[config.mk]
export PLATFORM = sky130hd
export DESIGN_NAME = spisc_core
export DESIGN_NICKNAME = d
export VERILOG_FILES = /design/src/spisc_pkg.sv /design/src/spisc_rate_gen.sv /design/src/spisc_core.sv
export SDC_FILE = /design/constraint.sdc
export NUM_CORES = 1
export LEC_CHECK = 0
export ABC_CLOCK_PERIOD_IN_PS = 2600
export BUFFER_PORTS_ARGS = -buffer_cell sky130_fd_sc_hd__clkbuf_2
export CAP_MARGIN = 20
export CORE_MARGIN = 1
export CORE_UTILIZATION = 30
export DETAILED_ROUTE_END_ITERATION = 10
export GPL_TIMING_DRIVEN = 0
export PLACE_DENSITY = 0.45
export SYNTH_ARGS = -nofsm -noshare
export SYNTH_HDL_FRONTEND = slang
export SYNTH_HIERARCHICAL = 1
export SYNTH_SLANG_ARGS = --single-unit
export TNS_END_PERCENT = 50
[constraint.sdc]
create_clock -name clk -period 2.6 [get_ports clk]
set_input_delay 0.26 -clock clk [delete_from_list [all_inputs] [get_ports clk]]
set_output_delay 0.26 -clock clk [all_outputs]
set_load 0.005 [all_outputs]
[src/spisc_pkg.sv]
// Package of register offsets, field positions and constants for the SPI regs
package spisc_pkg;
  // Word offsets of the registers on the bus (byte addresses)
  localparam logic [3:0] CONTROL_OFS     = 4'h0;
  localparam logic [3:0] STATUS_CTRL_OFS = 4'h4;
  localparam logic [3:0] DATA_BUF_OFS    = 4'h8;
  // Control register fields
  localparam int TXIE_POS   = 0;
  localparam int ON_POS     = 1;
  localparam int MSTR_POS   = 5;
  localparam int RXIE_POS   = 7;
  // Status/control register fields
  localparam int RATE_LO_POS  = 0;
  localparam int RATE_HI_POS  = 1;
  localparam int FDEN_POS     = 2;
  localparam int TXE_POS      = 3;
  localparam int MODE_FAULT_FLAG_POS     = 4;
  localparam int OVR_POS      = 5;
  localparam int ERROR_IRQ_EN_POS    = 6;
  localparam int RXF_POS      = 7;
  // Reset values: master selected, transmit-empty set, everything else off
  localparam logic [7:0] CONTROL_RST     = 8'h20;
  localparam logic [7:0] STATUS_CTRL_RST = 8'h08;
  // Divisor codes map to half-period counts of base_clock_out cycles
  localparam logic [7:0] DIV_CODE0 = 8'h02;
  localparam logic [7:0] DIV_CODE1 = 8'h08;
  localparam logic [7:0] DIV_CODE2 = 8'h20;
  localparam logic [7:0] DIV_CODE3 = 8'h80;
  localparam int BITS_PER_BYTE = 8;
  // Shift engine states
  typedef enum logic [1:0] {
    SPISC_IDLE = 2'b00,
    SPISC_BUSY = 2'b01,
    SPISC_DONE = 2'b10
  } spisc_state_t;
endpackage

[src/spisc_rate_gen.sv]
// Baud tick generator: base clock enable divided by the divisor, one tick per half period
`timescale 1ns/1ps
module spisc_rate_gen
  import spisc_pkg::*;
(
  input  wire logic       clk,
  input  wire logic       nrst,
  input  wire logic       run,
  input  wire logic       baseTick,
  input  wire logic [1:0] rateSel,
  output logic            halfTick
);
  logic [7:0] divisor;     // Selected divisor
  logic [7:0] cnt_reg;     // Base-tick counter within one half period
  logic [7:0] cnt_next;
  logic       hit;

  // Divisor look-up, one half serial period per divisor base ticks
  assign divisor = (rateSel == 2'b00) ? DIV_CODE0 :
                   (rateSel == 2'b01) ? DIV_CODE1 :
                   (rateSel == 2'b10) ? DIV_CODE2 : DIV_CODE3;
  assign hit      = baseTick && (cnt_reg == divisor - 8'h01);
  assign cnt_next = !run ? 8'h00 :
                    hit  ? 8'h00 :
                    baseTick ? cnt_reg + 8'h01 : cnt_reg;

  // Counter and output tick register
  always_ff @(posedge clk or negedge nrst) begin
    if (!nrst) begin
      cnt_reg  <= 8'h00;
      halfTick <= 1'b0;
    end else begin
      cnt_reg  <= cnt_next;
      halfTick <= run && hit;
    end
  end
endmodule

[src/spisc_core.sv]
// SPI control, status and data-buffer registers with a minimal shift engine
//
// Design decisions made here: the address map and the Wishbone register port.
`timescale 1ns/1ps
// What this block does
// - Enable bit turns SPI on; clearing partially resets
// - Transmit-empty interrupt enable gates its request
// - Receive-full sets on byte into receive buffer
// - Any data buffer read clears receive-full
// - Error enable gates overrun and mode-fault requests
// - Unread buffer on new byte sets overrun, keeps old
// - Overrun clears on status read then data read
// - Mode fault: slave select high slave, low master
// - Mode fault clears on status read then data write
// - Transmit-empty sets on buffer-to-shifter handoff; reset sets
// - Idle engine loads buffer within two cycles
// - Busy slave defers load until transfer completes
// - Fault enable permits mode fault; clearing keeps flag
// - Master without fault enable releases select pin
// - Slave with fault enable low only suppresses flag
// - Rate select picks divisor 2, 8, 32, 128
// - Serial rate is base clock over twice divisor
// - Separate transmit and receive buffers at one address
// - Master select: 1 master, 0 slave; reset master
// - Receive interrupt enable gates receive-full request
module spisc_core
  import spisc_pkg::*;
(
  input  wire logic       clk,
  input  wire logic       nrst,
  input  wire logic [3:0] wb_adr_i,
  input  wire logic [7:0] wb_dat_i,
  input  wire logic       wb_we_i,
  input  wire logic       wb_sel_i,
  input  wire logic       wb_cyc_i,
  input  wire logic       wb_stb_i,
  output logic [7:0]      wb_dat_o,
  output logic            wb_ack_o,
  output logic            wb_err_o,
  input  wire logic       baseTick,
  input  wire logic       selectPin,
  input  wire logic       sckIn,
  input  wire logic       misoIn,
  input  wire logic       mosiIn,
  output logic            sckOut,
  output logic            sckOe,
  output logic            mosiOut,
  output logic            mosiOe,
  output logic            misoOut,
  output logic            misoOe,
  output logic            selectOwned,
  output logic            rxIrq,
  output logic            txIrq,
  output logic            errIrq
);
  // Register state
  logic [7:0]   ctrl_reg;      // Control register
  logic [7:0]   ctrl_next;
  logic [3:0]   stcfg_reg;     // Writable status/control bits
  logic [3:0]   stcfg_next;
  logic         rxFull_reg;    // Receive-full flag
  logic         overrun_reg;   // Overrun flag
  logic         modeFault_reg; // Mode-fault flag
  logic         txEmpty_reg;   // Transmit-empty flag
  logic         armOvr_reg;    // Overrun clear armed by status read
  logic         armModf_reg;   // Mode-fault clear armed by status read
  logic [7:0]   txBuf_reg;     // Transmit buffer
  logic [7:0]   rxBuf_reg;     // Receive buffer
  logic [7:0]   shift_reg;     // Shift register
  logic [2:0]   bitCnt_reg;    // Bits done in current byte
  logic         sckPhase_reg;  // Master clock level inside a byte
  logic         inBit_reg;     // Sampled bit held until the shift edge
  spisc_state_t state_reg;     // Shift engine state
  spisc_state_t state_next;
  // Pin synchronisers, first stage read only by the second
  logic         ssSync1, sckSync1, misoSync1, mosiSync1;
  logic         ssS, sckS, misoS, mosiS, datS;
  logic         ssPrev, sckPrev;
  // Bus decode
  logic         req, wr, rd;
  logic         hitCtrl, hitStat, hitData;
  logic         rdStat, rdData, wrData;
  logic [7:0]   statusView;
  logic [7:0]   readMux;
  // Engine control
  logic         spiOn, master, faultEn, halfTick;
  logic         load, byteDone, sampleEdge, shiftEdge;
  logic         ssRise, ssFall, sckRise, sckFall;
  logic         modfEvent, slaveSel, engRun;

  // Classic Wishbone slave, one wait state: ack in the cycle after stb
  assign req     = wb_cyc_i && wb_stb_i && !wb_ack_o && !wb_err_o;
  assign wr      = req && wb_we_i && wb_sel_i;
  assign rd      = req && !wb_we_i;
  assign hitCtrl = (wb_adr_i == CONTROL_OFS);
  assign hitStat = (wb_adr_i == STATUS_CTRL_OFS);
  assign hitData = (wb_adr_i == DATA_BUF_OFS);
  assign rdStat  = rd && hitStat;
  assign rdData  = rd && hitData;
  assign wrData  = wr && hitData;

  assign spiOn   = ctrl_reg[ON_POS];
  assign master  = ctrl_reg[MSTR_POS];
  assign faultEn = stcfg_reg[FDEN_POS];

  // Status view assembled from flags and writable bits
  assign statusView = {rxFull_reg, stcfg_reg[3], overrun_reg,
                       modeFault_reg, txEmpty_reg, stcfg_reg[2:0]};
  assign readMux = hitCtrl ? ctrl_reg :
                   hitStat ? statusView :
                   hitData ? rxBuf_reg : 8'h00;

  // Register writes; flag bits of status are read-only
  assign ctrl_next  = (wr && hitCtrl) ? wb_dat_i : ctrl_reg;
  assign stcfg_next = (wr && hitStat) ?
                      {wb_dat_i[ERROR_IRQ_EN_POS], wb_dat_i[FDEN_POS],
                       wb_dat_i[RATE_HI_POS], wb_dat_i[RATE_LO_POS]} :
                      stcfg_reg;

  // Bus answer registers
  always_ff @(posedge clk or negedge nrst) begin
    if (!nrst) begin
      wb_ack_o <= 1'b0;
      wb_err_o <= 1'b0;
      wb_dat_o <= 8'h00;
    end else begin
      wb_ack_o <= req && (hitCtrl || hitStat || hitData);
      wb_err_o <= req && !(hitCtrl || hitStat || hitData);
      wb_dat_o <= rd ? readMux : wb_dat_o;
    end
  end

  // Configuration registers; system reset selects master, all else off
  always_ff @(posedge clk or negedge nrst) begin
    if (!nrst) begin
      ctrl_reg  <= CONTROL_RST;
      stcfg_reg <= 4'h0;
    end else begin
      ctrl_reg  <= ctrl_next;
      stcfg_reg <= stcfg_next;
    end
  end

  // Two-flop synchronisers for select, clock and data pins
  always_ff @(posedge clk or negedge nrst) begin
    if (!nrst) begin
      ssSync1   <= 1'b1;
      ssS       <= 1'b1;
      sckSync1  <= 1'b0;
      sckS      <= 1'b0;
      misoSync1 <= 1'b0;
      misoS     <= 1'b0;
      mosiSync1 <= 1'b0;
      mosiS     <= 1'b0;
      ssPrev    <= 1'b1;
      sckPrev   <= 1'b0;
    end else begin
      ssSync1   <= selectPin;
      ssS       <= ssSync1;
      sckSync1  <= sckIn;
      sckS      <= sckSync1;
      misoSync1 <= misoIn;
      misoS     <= misoSync1;
      mosiSync1 <= mosiIn;
      mosiS     <= mosiSync1;
      ssPrev    <= ssS;
      sckPrev   <= sckS;
    end
  end

  // Edges seen after synchronisation only
  assign ssRise  = ssS && !ssPrev;
  assign ssFall  = !ssS && ssPrev;
  assign sckRise = sckS && !sckPrev;
  assign sckFall = !sckS && sckPrev;
  assign slaveSel = !ssS;
  // Data pin picked after both are synchronised, so no mux glitch is caught
  assign datS     = master ? misoS : mosiS;

  // Mode fault: slave loses select mid-byte, or master sees select low
  assign modfEvent = spiOn && faultEn &&
                     (master ? (ssFall || !ssS)
                             : (ssRise && state_reg == SPISC_BUSY));

  // Serial tick generator, only running for an active master
  assign engRun = spiOn && master && (state_reg == SPISC_BUSY);
  spisc_rate_gen u_rate (
    .clk      (clk),
    .nrst     (nrst),
    .run      (engRun),
    .baseTick (baseTick),
    .rateSel  (stcfg_reg[1:0]),
    .halfTick (halfTick)
  );

  // Master samples on its rising half tick, slave on synced clock edges
  assign sampleEdge = master ? (halfTick && !sckPhase_reg)
                             : (sckRise && slaveSel);
  assign shiftEdge  = master ? (halfTick && sckPhase_reg)
                             : (sckFall && slaveSel);
  assign byteDone   = (state_reg == SPISC_BUSY) && shiftEdge &&
                      (bitCnt_reg == 3'(BITS_PER_BYTE - 1));
  // Load only when idle, so a busy slave waits for its byte to finish
  assign load = spiOn && !txEmpty_reg &&
                (state_reg == SPISC_IDLE);

  // Engine next state
  always_comb begin
    state_next = state_reg;
    unique case (state_reg)
      SPISC_IDLE: begin
        if (load) begin
          state_next = SPISC_BUSY;
        end
      end
      SPISC_BUSY: begin
        if (byteDone) begin
          state_next = SPISC_DONE;
        end
      end
      SPISC_DONE: begin
        state_next = SPISC_IDLE;
      end
      default: begin
        state_next = SPISC_IDLE;
      end
    endcase
  end

  // Shift engine; disabling the module is the partial reset
  always_ff @(posedge clk or negedge nrst) begin
    if (!nrst) begin
      state_reg    <= SPISC_IDLE;
      shift_reg    <= 8'h00;
      bitCnt_reg   <= 3'd0;
      sckPhase_reg <= 1'b0;
      inBit_reg    <= 1'b0;
    end else if (!spiOn) begin
      state_reg    <= SPISC_IDLE;
      bitCnt_reg   <= 3'd0;
      sckPhase_reg <= 1'b0;
    end else begin
      state_reg <= state_next;
      if (load) begin
        shift_reg  <= txBuf_reg;
        bitCnt_reg <= 3'd0;
      end else if (state_reg == SPISC_BUSY) begin
        // Sample on the leading edge, shift on the trailing one, so the
        // outgoing bit stays still while the far side samples it
        if (sampleEdge) begin
          inBit_reg <= datS;
        end
        if (shiftEdge) begin
          shift_reg  <= {shift_reg[6:0], inBit_reg};
          bitCnt_reg <= bitCnt_reg + 3'd1;
        end
        if (master && halfTick) begin
          sckPhase_reg <= !sckPhase_reg;
        end
      end
    end
  end

  // Buffers: transmit written by software, receive filled by engine
  always_ff @(posedge clk or negedge nrst) begin
    if (!nrst) begin
      txBuf_reg <= 8'h00;
      rxBuf_reg <= 8'h00;
    end else begin
      if (wrData) begin
        txBuf_reg <= wb_dat_i;
      end
      if (state_reg == SPISC_DONE && !rxFull_reg) begin
        rxBuf_reg <= shift_reg;
      end
    end
  end

  // Status flags; hardware set wins over a same-cycle clear
  always_ff @(posedge clk or negedge nrst) begin
    if (!nrst) begin
      rxFull_reg    <= 1'b0;
      overrun_reg   <= 1'b0;
      modeFault_reg <= 1'b0;
      txEmpty_reg   <= 1'b1;
      armOvr_reg    <= 1'b0;
      armModf_reg   <= 1'b0;
    end else begin
      // Receive-full: set on transfer, any data read clears it
      if (state_reg == SPISC_DONE && !rxFull_reg) begin
        rxFull_reg <= 1'b1;
      end else if (rdData) begin
        rxFull_reg <= 1'b0;
      end
      // Overrun: second byte with buffer still full
      if (state_reg == SPISC_DONE && rxFull_reg) begin
        overrun_reg <= 1'b1;
      end else if (rdData && armOvr_reg) begin
        overrun_reg <= 1'b0;
      end
      // Mode fault: enable low stops new sets but keeps an old flag
      if (modfEvent) begin
        modeFault_reg <= 1'b1;
      end else if (wrData && armModf_reg) begin
        modeFault_reg <= 1'b0;
      end
      // Transmit-empty: cleared by a data write, set at handoff
      if (load) begin
        txEmpty_reg <= 1'b1;
      end else if (wrData) begin
        txEmpty_reg <= 1'b0;
      end
      // Arm states captured by a status read seeing the flag set
      if (rdStat) begin
        armOvr_reg  <= overrun_reg;
        armModf_reg <= modeFault_reg;
      end else begin
        if (rdData) begin
          armOvr_reg <= 1'b0;
        end
        if (wrData) begin
          armModf_reg <= 1'b0;
        end
      end
    end
  end

  // Pin drivers and interrupt requests, all registered
  always_ff @(posedge clk or negedge nrst) begin
    if (!nrst) begin
      sckOut      <= 1'b0;
      sckOe       <= 1'b0;
      mosiOut     <= 1'b0;
      mosiOe      <= 1'b0;
      misoOut     <= 1'b0;
      misoOe      <= 1'b0;
      selectOwned <= 1'b0;
      rxIrq       <= 1'b0;
      txIrq       <= 1'b0;
      errIrq      <= 1'b0;
    end else begin
      sckOut      <= sckPhase_reg;
      sckOe       <= spiOn && master;
      mosiOut     <= shift_reg[7];
      mosiOe      <= spiOn && master;
      misoOut     <= shift_reg[7];
      misoOe      <= spiOn && !master && slaveSel;
      selectOwned <= spiOn && (!master || faultEn);
      rxIrq <= rxFull_reg && ctrl_reg[RXIE_POS];
      txIrq <= txEmpty_reg && ctrl_reg[TXIE_POS];
      errIrq <= stcfg_reg[3] && (overrun_reg || modeFault_reg);
    end
  end
endmodule

==> run_results.csv <==
group,metric,value,unit
worst_setup_path,r2r_slack,0.57,ns
global_route,grt_util_all_layers,14.30,%
routing,drt_iter0_markers,116,
timing,fmax,492.4,MHz
worst_setup_path,path_delay_family,"simple AND/OR/NAND/NOR gates",
floorplanning,core.rowCount,40,
clock_tree,clock-root-buffer,"clkbuf_16",
yosys,synth_ff_type,"dfrtp_1",
yosys,syn_inst,309,
yosys,synth_cell_types,53,
worst_setup_path,crit_start,"wb_ack_o",
clock_tree,post_cts_resized,0,
clock_tree,clk_pin_slew,0.06,ns
timing,finalSetupViolations,0,
worst_setup_path,worstPathMaxFanout,8,
clock_tree,clk_latency,0.33,ns
timing,rsz0062_at_grt,"no",
run,drv_cap,0,
run_status,outcome,"finished, final reports clean",
clock_tree,cts_buffers,9,
yosys,synth_top_area_cell,"dfrtp_1",
clock_tree,cts.sinks,86,
place,dp_slack,0.5198,ns
timing,maxSlewHeadroom,43.01,%
worst_setup_path,endpoint_kind,"flip-flop",
yosys,synth_seq_area_share,57.02,%
layout,area_growth_syn_to_layout,19.40,%
clock_tree,h-tree-depth,3,
routing,vias,2551,
global_route,grt_pass1_wl,13.80,mm
routing,viasPerCell,4.750,
layout,n_antenna_cell,0,
worst_setup_path,r2r_start,"wb_ack_o",
place,gp_congestion,0.7538,
place,io_buffers,41,
worst_setup_path,path_depth,4,
routing,drt-wirelength-per-cell,15.15,µm
worst_setup_path,rr_worst_depth,4,
floorplanning,die_area,13070,µm²
layout,most-common-layout-cells,"dfrtp_1, clkbuf_2, nor2_1",
timing,hold_viol,0,
layout,drive_above_1_share,29.00,%
yosys,syn_nets,336,
worst_setup_path,start_kind,"flip-flop",
clock_tree,cts_buffer_depth,2,
yosys,syn_area,3785,µm²
yosys,synthTopCellsByArea,"dfrtp_1, mux2_2, mux2i_1",
layout,layout_commonest_cell,"dfrtp_1",
routing,drt_pass1_iterations,4,
clock_tree,tritoncts,"done",
global_route,grt_start_max_net_pins,51,
worst_setup_path,worst-path-buf-inv,0,
timing,skew,0.003546,ns
floorplanning,initial_core_util,31.12,%
routing,totalWireLength,8.137,mm
timing,tightest_slew,0.8512,ns
worst_setup_path,crit_end,"ctrl_reg[2]",
timing,setup_tns,0,ns
worst_hold_path,hp-class,"in2reg",
timing,period_share,78.10,%
timing,fin_ws,0.5693,ns
layout,final_nets,391,
power_and_ir_drop,power,2886,µW
yosys,yosysTopAreaCellShare,53.55,%
global_route,grt_pass1_vias,2571,
timing,period_needed,2.031,ns
worst_setup_path,critPathKind,"reg2reg",
yosys,post_synth.cell_area_avg,12.25,µm²
worst_setup_path,worstPathCellList,"and4bb_2 > nand3_1 > nor4_4 > mux2_2",
global_route,grt-ovfl-total,0,
worst_setup_path,required,2.82,ns
routing,route.detailed.drc,0,
yosys,async_reset_ff_share,100.0,%
worst_setup_path,reg2reg_to,"ctrl_reg[2]",
worst_setup_path,slowest_delay,0.62,ns
timing,drv_slew,0,
routing,drtAntennaViolNets,0,
yosys,synth_edf_count,0,
place,dpl.hpwl,5.838,mm
floorplanning,boundaryPins,43,
floorplanning,die_y,114.3,µm
power_and_ir_drop,peakVddDrop,0.2240,mV
power_and_ir_drop,powerDensity,638.6,nW/µm²
yosys,ys_ff_latch,86,
yosys,yosysWarnings,6,
global_route,antenna_found_initial,0,
power_and_ir_drop,p_leak,0.002079,µW
layout,final_core_util,37.16,%
worst_setup_path,worstPathArrival,2.25,ns
worst_setup_path,critical_path.slowest_cell,"nor4_4",
floorplanning,core-area,12160,µm²
floorplanning,die-width,114.3,µm
## kinds of logic after synthesis
kind of cell	Yosys count	share of synthesized area, %
compound gates	48	8.761
buf+inv	18	2.810
flops	86	57.02
fa+ha+maj	4	1.322
simple gates	95	14.18
mux	47	13.36
xor+xnor	11	2.545
## stage by stage
| stage | cell area (µm²) | cells | hold slack (ns) |
|---|---|---|---|
| 3_3_place_gp | 4200 | 518 | 0.3346 |
| 3_5_place_dp | 4230 | 519 | 0.3119 |
| 5_1_grt | 4519 | 537 | 0.01037 |
| 6_report | 4519 | 537 | 0.02816 |
| 2_1_floorplan | 3785 | 309 | -0.03559 |
| 4_1_cts | 4519 | 537 | 0.01759 |
## final cells by class
cell class              instances  area (µm²)
plain buffers                  12       83.83
clock buffers                  12       246.5
clock inverters                 4       22.52
fillers                      1193        7642
inverters                       6       22.52
multi-input cells             205        1520
flip-flops and latches         86        2158
well taps                     168       210.2
repair buffers                 44       255.2
## cells in the mapped netlist (5+ instances only)
| cell type | instances |
|---|---|
| o21ai_0 | 11 |
| nand2_1 | 17 |
| nand3_1 | 10 |
| mux2i_1 | 19 |
| mux2_2 | 27 |
| a21oi_1 | 12 |
| nand2b_1 | 5 |
| xor2_1 | 5 |
| dfstp_2 | 5 |
| xnor2_1 | 6 |
| dfrtp_1 | 81 |
| inv_1 | 6 |
| a22o_1 | 9 |
| nor2_1 | 29 |
## worst min path at each step
stage / from / to / depth (start not counted)
6_report: mosiIn / mosiSync1 / 1
5_1_grt: mosiIn / mosiSync1 / 1
4_1_cts: mosiIn / mosiSync1 / 1
3_5_place_dp: nrst / rxIrq / 1
3_3_place_gp: misoSync1 / misoS / 0
2_1_floorplan: nrst / armModf_reg / 0
## metal layers
layer	global-route usage (%)	vias up	share of wire (%)
met5	0	-	0
met2	21.58	54	45
met4	5.714	0	1.7
met3	3.547	10	4.3
li1	-	1210	-
met1	19.69	1277	49
## power by group
group          internal (µW)  switching, µW
Sequential              1420           58.3
Combinational            113            122
Clock                    669            501
Total                   2210            681
## what timing repair did
| action | 4_1_cts | 5_1_grt |
|---|---|---|
| hold buffers | 2 | 0 |
| endpoints found under the hold margin | 37 | 0 |
| setup buffers | 0 | 0 |
Power figures use the tool's default switching activity.
